**src/ppg_pkg.sv**
```systemverilog
// Constants shared by the paired PWM generator: register map, control fields, reset values.
// Assumes a 32-bit APB with byte addresses, one register per aligned word.
package ppg_pkg;
   localparam int          ADDR_W         = 8;
   localparam int          CNT_W          = 16;
   localparam int          NUM_PAIRS      = 4;
   localparam int          DIV_W          = 8;

   localparam logic [7:0]  OFS_CTRL0      = 8'h00;
   localparam logic [7:0]  OFS_CTRL1      = 8'h04;
   localparam logic [7:0]  OFS_CLR        = 8'h08;
   localparam logic [7:0]  OFS_STAT       = 8'h0C;
   localparam logic [7:0]  OFS_PAIR_BASE  = 8'h10;
   localparam logic [7:0]  OFS_PAIR_END   = 8'h50;
   localparam logic [7:0]  OFS_CLKSEL     = 8'h50;

   localparam int          CTRL_ENA_BIT   = 0;
   localparam int          CTRL_HMODE_BIT = 1;
   localparam int          CTRL_PSC_LSB   = 6;
   localparam int          CTRL_IEN_BIT   = 10;
   localparam int          CTRL_INV_LSB   = 11;
   localparam int          CTRL_SYNC_BIT  = 15;
   localparam int          CTRL1_TRIP_BIT = 6;
   localparam int          CLR_TRIP_BIT   = 4;
   localparam int          STAT_FAULT_BIT = 5;
   localparam int          STAT_ENA_BIT   = 6;

   localparam logic [15:0] CTRL0_RESET    = 16'h0012;
   localparam logic [15:0] CTRL1_RESET    = 16'h0000;
   localparam logic [15:0] CMP_RESET      = 16'h0000;
   localparam logic [2:0]  CLKSEL_RESET   = 3'h0;

   // Register slot inside a pair: compare 0, 1, 2, then period length
   localparam logic [1:0]  SLOT_LEN       = 2'h3;
endpackage

```
**src/ppg_pair_if.sv**
```systemverilog
// Connection between the generator core and one output pair.
// Assumes both ends run on the same clock.
`timescale 1ns/10ps
interface ppg_pair_if;
   logic        tick;
   logic        clear;
   logic [15:0] cmp0;
   logic [15:0] cmp1;
   logic [15:0] cmp2;
   logic [15:0] len;
   logic        hs;
   logic        ls;
   logic        wrap;
   modport pair (input tick, clear, cmp0, cmp1, cmp2, len, output hs, ls, wrap);
   modport core (output tick, clear, cmp0, cmp1, cmp2, len, input hs, ls, wrap);
endinterface

```
**src/ppg_pair.sv**
```systemverilog
// One output pair: 16-bit counter and compare logic for high and low side.
// Assumes tick is a one-cycle enable and clear holds the pair idle.
`timescale 1ns/10ps
module ppg_pair
   import ppg_pkg::*;
(
   input wire logic   clk,
   input wire logic   sys_rst,
   ppg_pair_if.pair   pp
);
   logic [CNT_W-1:0] cnt_r;
   logic             hs_r;
   logic             ls_r;
   logic             wrap_r;

   wire              atLen  = (cnt_r == pp.len);
   wire [CNT_W-1:0]  cnt_nxt = atLen ? '0 : cnt_r + 16'h0001;
   wire              hs_nxt = (cnt_nxt == pp.cmp1) ? 1'b0 :
                              (cnt_nxt == pp.cmp0) ? 1'b1 : hs_r;
   wire              hsFall = hs_r & ~hs_nxt;
   // Whichever of compare 2 or high-side fall comes first ends the low-side pulse
   wire              ls_nxt = ((cnt_nxt == pp.cmp2) || hsFall) ? 1'b0 :
                              (cnt_nxt == pp.len) ? 1'b1 : ls_r;

   always_ff @(posedge clk or posedge sys_rst) begin
      if (sys_rst) begin
         cnt_r  <= '0;
         hs_r   <= 1'b0;
         ls_r   <= 1'b0;
         wrap_r <= 1'b0;
      end else if (pp.clear) begin
         cnt_r  <= '0;
         hs_r   <= 1'b0;
         ls_r   <= 1'b0;
         wrap_r <= 1'b0;
      end else begin
         wrap_r <= pp.tick & atLen;
         if (pp.tick) begin
            cnt_r <= cnt_nxt;
            hs_r  <= hs_nxt;
            ls_r  <= ls_nxt;
         end
      end
   end

   assign pp.hs   = hs_r;
   assign pp.ls   = ls_r;
   assign pp.wrap = wrap_r;
endmodule

```
**src/ppg_top.sv**
```systemverilog
// Paired PWM generator: APB register file, clock divider, prescaler, four pairs, fault trip.
// Assumes APB master and all pins synchronous to clk.
//
// Implementation choices: the address map and the APB register port.
`timescale 1ns/10ps
module ppg_top
   import ppg_pkg::*;
(
   input  wire logic                clk,
   input  wire logic                sys_rst,
   input  wire logic                psel,
   input  wire logic                penable,
   input  wire logic                pwrite,
   input  wire logic [ADDR_W-1:0]   paddr,
   input  wire logic [31:0]         pwdata,
   output logic      [31:0]         prdata,
   output logic                     pready,
   output logic                     pslverr,
   input  wire logic                faultShutdownInput,
   input  wire logic                syncInput,
   output logic      [7:0]          pwmOut,
   output logic      [4:0]          irqPending
);
   function automatic logic [DIV_W-1:0] lowMask(input logic [3:0] n);
      logic [DIV_W:0] one;
      one = 9'h001;
      lowMask = DIV_W'((one << n) - 9'h001);
   endfunction

   logic [15:0]       mainCtrl_r;
   logic [15:0]       ctrl1_r;
   logic [2:0]        clkSel_r;
   logic [15:0]       cmpReg_r [NUM_PAIRS][4];
   logic [4:0]        pend_r;
   logic [31:0]       prdata_r;
   logic              pready_r;
   logic              pslverr_r;
   logic [7:0]        pwm_r;
   logic [DIV_W-1:0]  divCnt_r;
   logic [DIV_W-1:0]  pscCnt_r;
   logic              faultPrev_r;
   logic              syncPrev_r;
   logic              syncPulse_r;
   logic [3:0]        pairHs;
   logic [3:0]        pairLs;
   logic [3:0]        pairWrap;
   logic [7:0]        pwm_nxt;
   logic [4:0]        pend_nxt;
   logic [31:0]       readMux;

   // Bus decode
   wire               setupPhase = psel & ~penable;
   wire               wrEn       = psel & penable & pwrite & pready_r;
   wire               inPairs    = (paddr >= OFS_PAIR_BASE) && (paddr < OFS_PAIR_END);
   wire [7:0]         pairOfs    = paddr - OFS_PAIR_BASE;
   wire [1:0]         pairIdx    = pairOfs[5:4];
   wire [1:0]         slotIdx    = pairOfs[3:2];
   wire               hitCtrl0   = (paddr == OFS_CTRL0);
   wire               hitCtrl1   = (paddr == OFS_CTRL1);
   wire               hitClr     = (paddr == OFS_CLR);
   wire               hitStat    = (paddr == OFS_STAT);
   wire               hitClkSel  = (paddr == OFS_CLKSEL);
   wire               mapped     = hitCtrl0 | hitCtrl1 | hitClr | hitStat | hitClkSel | inPairs;

   // Control fields
   wire               enable     = mainCtrl_r[CTRL_ENA_BIT];
   wire               bridgeMode = mainCtrl_r[CTRL_HMODE_BIT];
   wire [2:0]         pscSel     = mainCtrl_r[CTRL_PSC_LSB +: 3];
   wire               irqEnable  = mainCtrl_r[CTRL_IEN_BIT];
   wire [3:0]         lsInvert   = mainCtrl_r[CTRL_INV_LSB +: 4];
   wire               syncEnable = mainCtrl_r[CTRL_SYNC_BIT];
   wire               tripEnable = ctrl1_r[CTRL1_TRIP_BIT];

   // Events; pins are taken as synchronous, so one stage of history suffices
   wire               faultEdge  = faultPrev_r & ~faultShutdownInput;
   wire               syncEdge   = syncPrev_r & ~syncInput;

   // Clock divider then prescaler, both as one-cycle enables
   wire [DIV_W-1:0]   divMask    = lowMask({1'b0, clkSel_r} + 4'h1);
   wire               modTick    = (divCnt_r & divMask) == divMask;
   wire [DIV_W-1:0]   pscMask    = lowMask({1'b0, pscSel});
   wire               cntTick    = modTick && ((pscCnt_r & pscMask) == pscMask);
   wire               pairClear  = ~enable | syncPulse_r;

   genvar gi;
   generate
      for (gi = 0; gi < NUM_PAIRS; gi++) begin : g_pair
         ppg_pair_if pif ();
         // In bridge mode pair 1 mirrors pair 0's registers so both counters stay aligned
         localparam int SRC = (gi == 1) ? 0 : gi;
         wire useSrc = (gi == 1) && bridgeMode;
         assign pif.tick  = cntTick;
         assign pif.clear = pairClear;
         assign pif.cmp0  = useSrc ? cmpReg_r[SRC][0] : cmpReg_r[gi][0];
         assign pif.cmp1  = useSrc ? cmpReg_r[SRC][1] : cmpReg_r[gi][1];
         assign pif.cmp2  = useSrc ? cmpReg_r[SRC][2] : cmpReg_r[gi][2];
         assign pif.len   = useSrc ? cmpReg_r[SRC][SLOT_LEN] : cmpReg_r[gi][SLOT_LEN];
         assign pairHs[gi]   = pif.hs;
         assign pairLs[gi]   = pif.ls;
         assign pairWrap[gi] = pif.wrap;
         ppg_pair u_pair (
            .clk     (clk),
            .sys_rst (sys_rst),
            .pp      (pif)
         );
      end
   endgenerate

   // Output stage: off state on fault edge or while disabled
   always_comb begin
      for (int p = 0; p < NUM_PAIRS; p++) begin
         if (faultEdge || !enable) begin
            pwm_nxt[2*p]   = 1'b1;
            pwm_nxt[2*p+1] = 1'b0;
         end else begin
            pwm_nxt[2*p]   = pairHs[p];
            pwm_nxt[2*p+1] = pairLs[p] ^ lsInvert[p];
         end
      end
   end

   // Pending flags: a new event wins over a clear in the same cycle
   always_comb begin
      for (int p = 0; p < NUM_PAIRS; p++) begin
         pend_nxt[p] = pend_r[p];
         if (wrEn && hitClr && pwdata[p]) begin
            pend_nxt[p] = 1'b0;
         end
         if (pairWrap[p] && irqEnable && !(p == 1 && bridgeMode)) begin
            pend_nxt[p] = 1'b1;
         end
      end
      pend_nxt[CLR_TRIP_BIT] = pend_r[CLR_TRIP_BIT];
      if (wrEn && hitClr && pwdata[CLR_TRIP_BIT]) begin
         pend_nxt[CLR_TRIP_BIT] = 1'b0;
      end
      if (faultEdge && tripEnable) begin
         pend_nxt[CLR_TRIP_BIT] = 1'b1;
      end
   end

   always_comb begin
      readMux = 32'h0000_0000;
      if (hitCtrl0) begin
         readMux[15:0] = mainCtrl_r;
      end else if (hitCtrl1) begin
         readMux[15:0] = ctrl1_r;
      end else if (hitStat) begin
         readMux[4:0]            = pend_r;
         readMux[STAT_FAULT_BIT] = faultShutdownInput;
         readMux[STAT_ENA_BIT]   = enable;
      end else if (hitClkSel) begin
         readMux[2:0] = clkSel_r;
      end else if (inPairs) begin
         readMux[15:0] = cmpReg_r[pairIdx][slotIdx];
      end
   end

   // APB answer: data registered in setup, pready high for exactly the access cycle
   always_ff @(posedge clk or posedge sys_rst) begin
      if (sys_rst) begin
         prdata_r  <= 32'h0000_0000;
         pready_r  <= 1'b0;
         pslverr_r <= 1'b0;
      end else begin
         pready_r  <= setupPhase;
         pslverr_r <= setupPhase & ~mapped;
         if (setupPhase) begin
            prdata_r <= readMux;
         end
      end
   end

   always_ff @(posedge clk or posedge sys_rst) begin
      if (sys_rst) begin
         mainCtrl_r <= CTRL0_RESET;
         ctrl1_r    <= CTRL1_RESET;
         clkSel_r   <= CLKSEL_RESET;
      end else begin
         if (wrEn && hitCtrl0) begin
            mainCtrl_r <= pwdata[15:0];
         end
         // Fault shutdown overrides a same-cycle enable write
         if (faultEdge) begin
            mainCtrl_r[CTRL_ENA_BIT] <= 1'b0;
         end
         if (wrEn && hitCtrl1) begin
            ctrl1_r <= pwdata[15:0];
         end
         if (wrEn && hitClkSel) begin
            clkSel_r <= pwdata[2:0];
         end
      end
   end

   always_ff @(posedge clk or posedge sys_rst) begin
      if (sys_rst) begin
         for (int p = 0; p < NUM_PAIRS; p++) begin
            for (int s = 0; s < 4; s++) begin
               cmpReg_r[p][s] <= CMP_RESET;
            end
         end
      end else if (wrEn && inPairs) begin
         cmpReg_r[pairIdx][slotIdx] <= pwdata[15:0];
      end
   end

   always_ff @(posedge clk or posedge sys_rst) begin
      if (sys_rst) begin
         divCnt_r <= '0;
         pscCnt_r <= '0;
      end else begin
         divCnt_r <= divCnt_r + 8'h01;
         if (modTick) begin
            pscCnt_r <= pscCnt_r + 8'h01;
         end
      end
   end

   always_ff @(posedge clk or posedge sys_rst) begin
      if (sys_rst) begin
         faultPrev_r <= 1'b1;
         syncPrev_r  <= 1'b1;
         syncPulse_r <= 1'b0;
         pend_r      <= 5'h00;
         pwm_r       <= 8'h55;
      end else begin
         faultPrev_r <= faultShutdownInput;
         syncPrev_r  <= syncInput;
         syncPulse_r <= syncEdge & syncEnable;
         pend_r      <= pend_nxt;
         pwm_r       <= pwm_nxt;
      end
   end

   assign prdata     = prdata_r;
   assign pready     = pready_r;
   assign pslverr    = pslverr_r;
   assign pwmOut     = pwm_r;
   assign irqPending = pend_r;
endmodule

```
**config.mk**
```make
export PLATFORM = sky130hd
export DESIGN_NAME = ppg_top
export DESIGN_NICKNAME = d
export VERILOG_FILES = /design/src/ppg_pkg.sv /design/src/ppg_pair_if.sv /design/src/ppg_pair.sv /design/src/ppg_top.sv
export SDC_FILE = /design/constraint.sdc
export NUM_CORES = 1
export LEC_CHECK = 0
export BUFFER_PORTS_ARGS = -buffer_cell sky130_fd_sc_hd__buf_2
export CAP_MARGIN = 20
export CORE_MARGIN = 1.5
export CORE_UTILIZATION = 35
export DETAILED_ROUTE_END_ITERATION = 6
export PLACE_DENSITY_LB_ADDON = 0.15
export SLEW_MARGIN = 20
export SYNTH_ARGS = -nofsm -noshare
export SYNTH_HDL_FRONTEND = slang
export SYNTH_SLANG_ARGS = --single-unit
```
**constraint.sdc**
```tcl
create_clock -name clk -period 15.57 [get_ports clk]
set_input_delay 2.3355 -clock clk [delete_from_list [all_inputs] [get_ports clk]]
set_output_delay 2.3355 -clock clk [all_outputs]
set_load 0.02 [all_outputs]
```
==> metrics.csv <==
stage;metric;value;unit
yosys;synth_warnings;0;
power_and_ir_drop;power_density;85.5;nW/um^2
clock_network;cts_resized;0;
yosys;synth_top_cell_by_area;dfrtp_1;
power_and_ir_drop;seq_power_share;44.5;%
layout;drive_above_1_share;25.3;%
placed_design;port-buffer-count;61;
timing;finalHoldViolCount;0;
timing;fin_crit;5.21;ns
yosys;synth_area_leaders;dfrtp_1 (38%), mux2_2 (13%), mux4_2 (6.7%);
drt;wl;100000;microns
setup_path;reg2reg_depth;12;
flow_run;drv_cap;0;
yosys;syn_area;27000;sq um
drt;via_per_inst;5.98;
setup_path;cp_max_fo;64;
drt;drtAntennaViolNets;0;
clock_network;cts_sinks;416;
die;start_util;35.4;%
setup_path;r2r-end;g_pair[2].u_pair.pp.hs$_DFFE_PP0P_;
die;die_area;78800;sq um
placed_design;place.detailed.hpwl;75700;microns
placed_design;gp_congestion;0.931;
die;die_y;281;microns
timing;slew-limit-headroom;26.5;%
clock_network;clockBufferDepth;3;
yosys;seq_area_frac_synth;38.6;%
yosys;synth_edf_count;0;
layout;area_delta_synth_final;10.4;%
yosys;netlist_top_cells_count;dfrtp_1 (408), mux2_2 (301), xnor2_1 (205), nor2_1 (158), nand2_1 (145);
worst_hold_path;hp-class;register to register;
clock_network;post_cts_buffers;0;
yosys;synth-seq-cells;416;
drt;wire_per_inst;28.1;microns
yosys;ys_types;97;
drt;drc;0;
timing;grt_setup_unrepaired;no;
setup_path;required;16.04;ns
setup_path;worstReg2RegStart;clkSel_r[1]$_DFFE_PP0P_;
yosys;syn_inst;2533;
layout;nFillCells;7448;
timing;whs;0.469;ns
clock_network;cts-htree-levels;2;
die;rows;101;
timing;clock-skew-final;0.0425;ns
timing;tns;0;ns
power_and_ir_drop;sw_frac_of_total;26.8;%
drt;drtIter0Drc;2333;
layout;final_nets;2570;
grt;overflow;0;
timing;period_share;33.5;%
layout;postLayoutCoreUtil;39.1;%
die;num_io_pins;94;
grt;grt_pass1_wl;146000;microns
power_and_ir_drop;ir_drop;0.0768;mV
yosys;async_flop_share;100;%
yosys;yosysMostFrequentCell;dfrtp_1;
power_and_ir_drop;leakagePower;12.2;nW
setup_path;critPathLaunchType;primary input;
power_and_ir_drop;clkPwrFrac;46.1;%
power_and_ir_drop;p_int;1.87;mW
yosys;ys_dominant_reg_cell;dfrtp_1;
drt;vias;21400;
clock_network;cts_root_buffer;clkbuf_16;
setup_path;worstSetupEndpointType;register;
setup_path;crit_type;primary input to register;
run_status;status;completed;
timing;worst_pin_slew;1.10;ns
timing;fmax;192;MHz
timing;drv_slew;0;
clock_network;tritoncts;built;
setup_path;cp.arrival;5.68;ns
setup_path;rrSetupSlack;10.61;ns
grt;grt_pass1_vias;20400;
yosys;yosysTopAreaCellShare;37.8;%
clock_network;cts_hold_buf;0;
die;fp.dieW;281;microns
die;coreArea;76200;sq um
clock_network;clk_pin_slew_worst_paths;0.05;ns
timing;setup_violations;0;
clock_network;clk_latency;0.63;ns
grt;grt_max_degree;87;
clock_network;cts-buffers-inserted;49;
worst_hold_path;holdPathStages;1;
grt;antenna_found_initial;5;
power_and_ir_drop;p_switching;683;uW
drt;dr.pass1.iters;5;
power_and_ir_drop;power_frac_comb;9.4;%
worst_hold_path;min_from;pscCnt_r[5]$_DFFE_PP0N_;
worst_hold_path;whs_endpoint;pscCnt_r[5]$_DFFE_PP0N_;
grt;track_usage;25.4;%
yosys;syn_area_per_cell;10.7;sq um
[sequential cells by signal (all words and copies together) (netlist names)]
name / flops
cmpReg_r: 64
g_pair.u_pair.cnt_r: 64
g_pair.pif.cmp0: 48
g_pair.pif.cmp1: 48
g_pair.pif.cmp2: 48
g_pair.pif.len: 48
ctrl1_r: 16
mainCtrl_r: 16
prdata: 16
divCnt_r: 8
pwmOut: 8
pscCnt_r: 7
irqPending: 5
g_pair.u_pair.pp.hs: 4
g_pair.u_pair.pp.ls: 4
g_pair.u_pair.pp.wrap: 4
clkSel_r: 3
faultPrev_r: 1
pready: 1
pslverr: 1
syncPrev_r: 1
syncPulse_r: 1
[per-stage QoR]
stage / power (mW) / instance area, sq um / worst slack (ns) / std cells
4_1_cts: 2.58 / 29800 / 10.42 / 3575
3_5_place_dp: 1.39 / 28100 / 9.77 / 3487
2_1_floorplan: 1.32 / 27100 / 1.67 / 2548
5_1_grt: 2.64 / 29800 / 10.14 / 3576
6_report: 2.55 / 29800 / 10.36 / 3577
3_3_place_gp: 1.39 / 28100 / 9.81 / 3487
[routing by layer]
metal / vias to the layer above / global-route usage (%) / wire length, microns
met5: - / 0 / 9
met4: 2 / 12.3 / 5350
met3: 177 / 3.20 / 6600
met2: 873 / 39.4 / 45200
met1: 11000 / 35.0 / 43300
li1: 9322 / - / -
[worst max-delay path by stage]
| stage | startpoint | to | depth (start not counted) |
|---|---|---|---|
| CTS | paddr[4] | prdata[3]$_DFFE_PP0P_ | 10 |
| global route | sys_rst | g_pair[1].u_pair.pp.hs$_DFFE_PP0P_ | 5 |
| finish | paddr[4] | prdata[3]$_DFFE_PP0P_ | 10 |
| detailed placement | paddr[4] | prdata[3]$_DFFE_PP0P_ | 10 |
| floorplan | sys_rst | clkSel_r[0]$_DFFE_PP0P_ | 1 |
| global placement | paddr[4] | prdata[3]$_DFFE_PP0P_ | 10 |
[power groups by stage]
stage | registers, mW | clock network, mW | logic, mW
after CTS | 1.13 | 1.20 | 0.239
after global routing | 1.14 | 1.24 | 0.260
after floorplan | 1.14 | 0 | 0.176
after global placement | 1.15 | 0 | 0.237
after detailed placement | 1.15 | 0 | 0.239
final | 1.13 | 1.17 | 0.241
[cells in the final DEF (no fill, tap or decap), types with 60 or more instances in the layout]
master | Yosys | layout
a21oi_1 | 105 | 105
xnor2_1 | 205 | 205
nand2_1 | 145 | 144
nor2_1 | 158 | 157
buf_2 | 43 | 60
mux2_2 | 301 | 301
mux4_2 | 80 | 80
xor2_1 | 86 | 86
mux2i_1 | 76 | 76
o21ai_0 | 89 | 89
dfrtp_1 | 408 | 408
[cell families (layout without fill, tap and decap cells)]
| family | after synthesis | count (layout) | synth area share, % |
|---|---|---|---|
| buf+inv | 235 | 233 | 4.02 |
| fa+ha+maj | 14 | 14 | 0.649 |
| compound gates | 410 | 410 | 10.1 |
| simple gates | 689 | 689 | 13.8 |
| mux | 466 | 466 | 22.6 |
| flops | 416 | 416 | 38.6 |
| xor+xnor | 302 | 302 | 10.3 |
| other cells | 1 | 17 | 0.0139 |
[critical path, stage by stage]
cell and delay [ns]:
buf_4 0.39, inv_1 0.17, ha_2 0.35, buf_4 0.66, mux4_2 0.41, mux4_2 0.61, a222oi_1 0.40, nand2_1 0.09
o21ai_0 0.07, o21ai_0 0.09
[layout make-up]
class | instances | area, sq um | share of cell area, %
antenna | 1 | 2.50 | 0.00840
tap | 1030 | 1290 | 4.32
clock buffer | 67 | 1410 | 4.71
sequential | 416 | 10400 | 35.0
timing repair buffer | 112 | 711 | 2.38
multi-input combinational | 1897 | 15600 | 52.4
clock inverter | 21 | 216 | 0.726
inverter | 33 | 131 | 0.441
(Power assumes the default switching activity.)
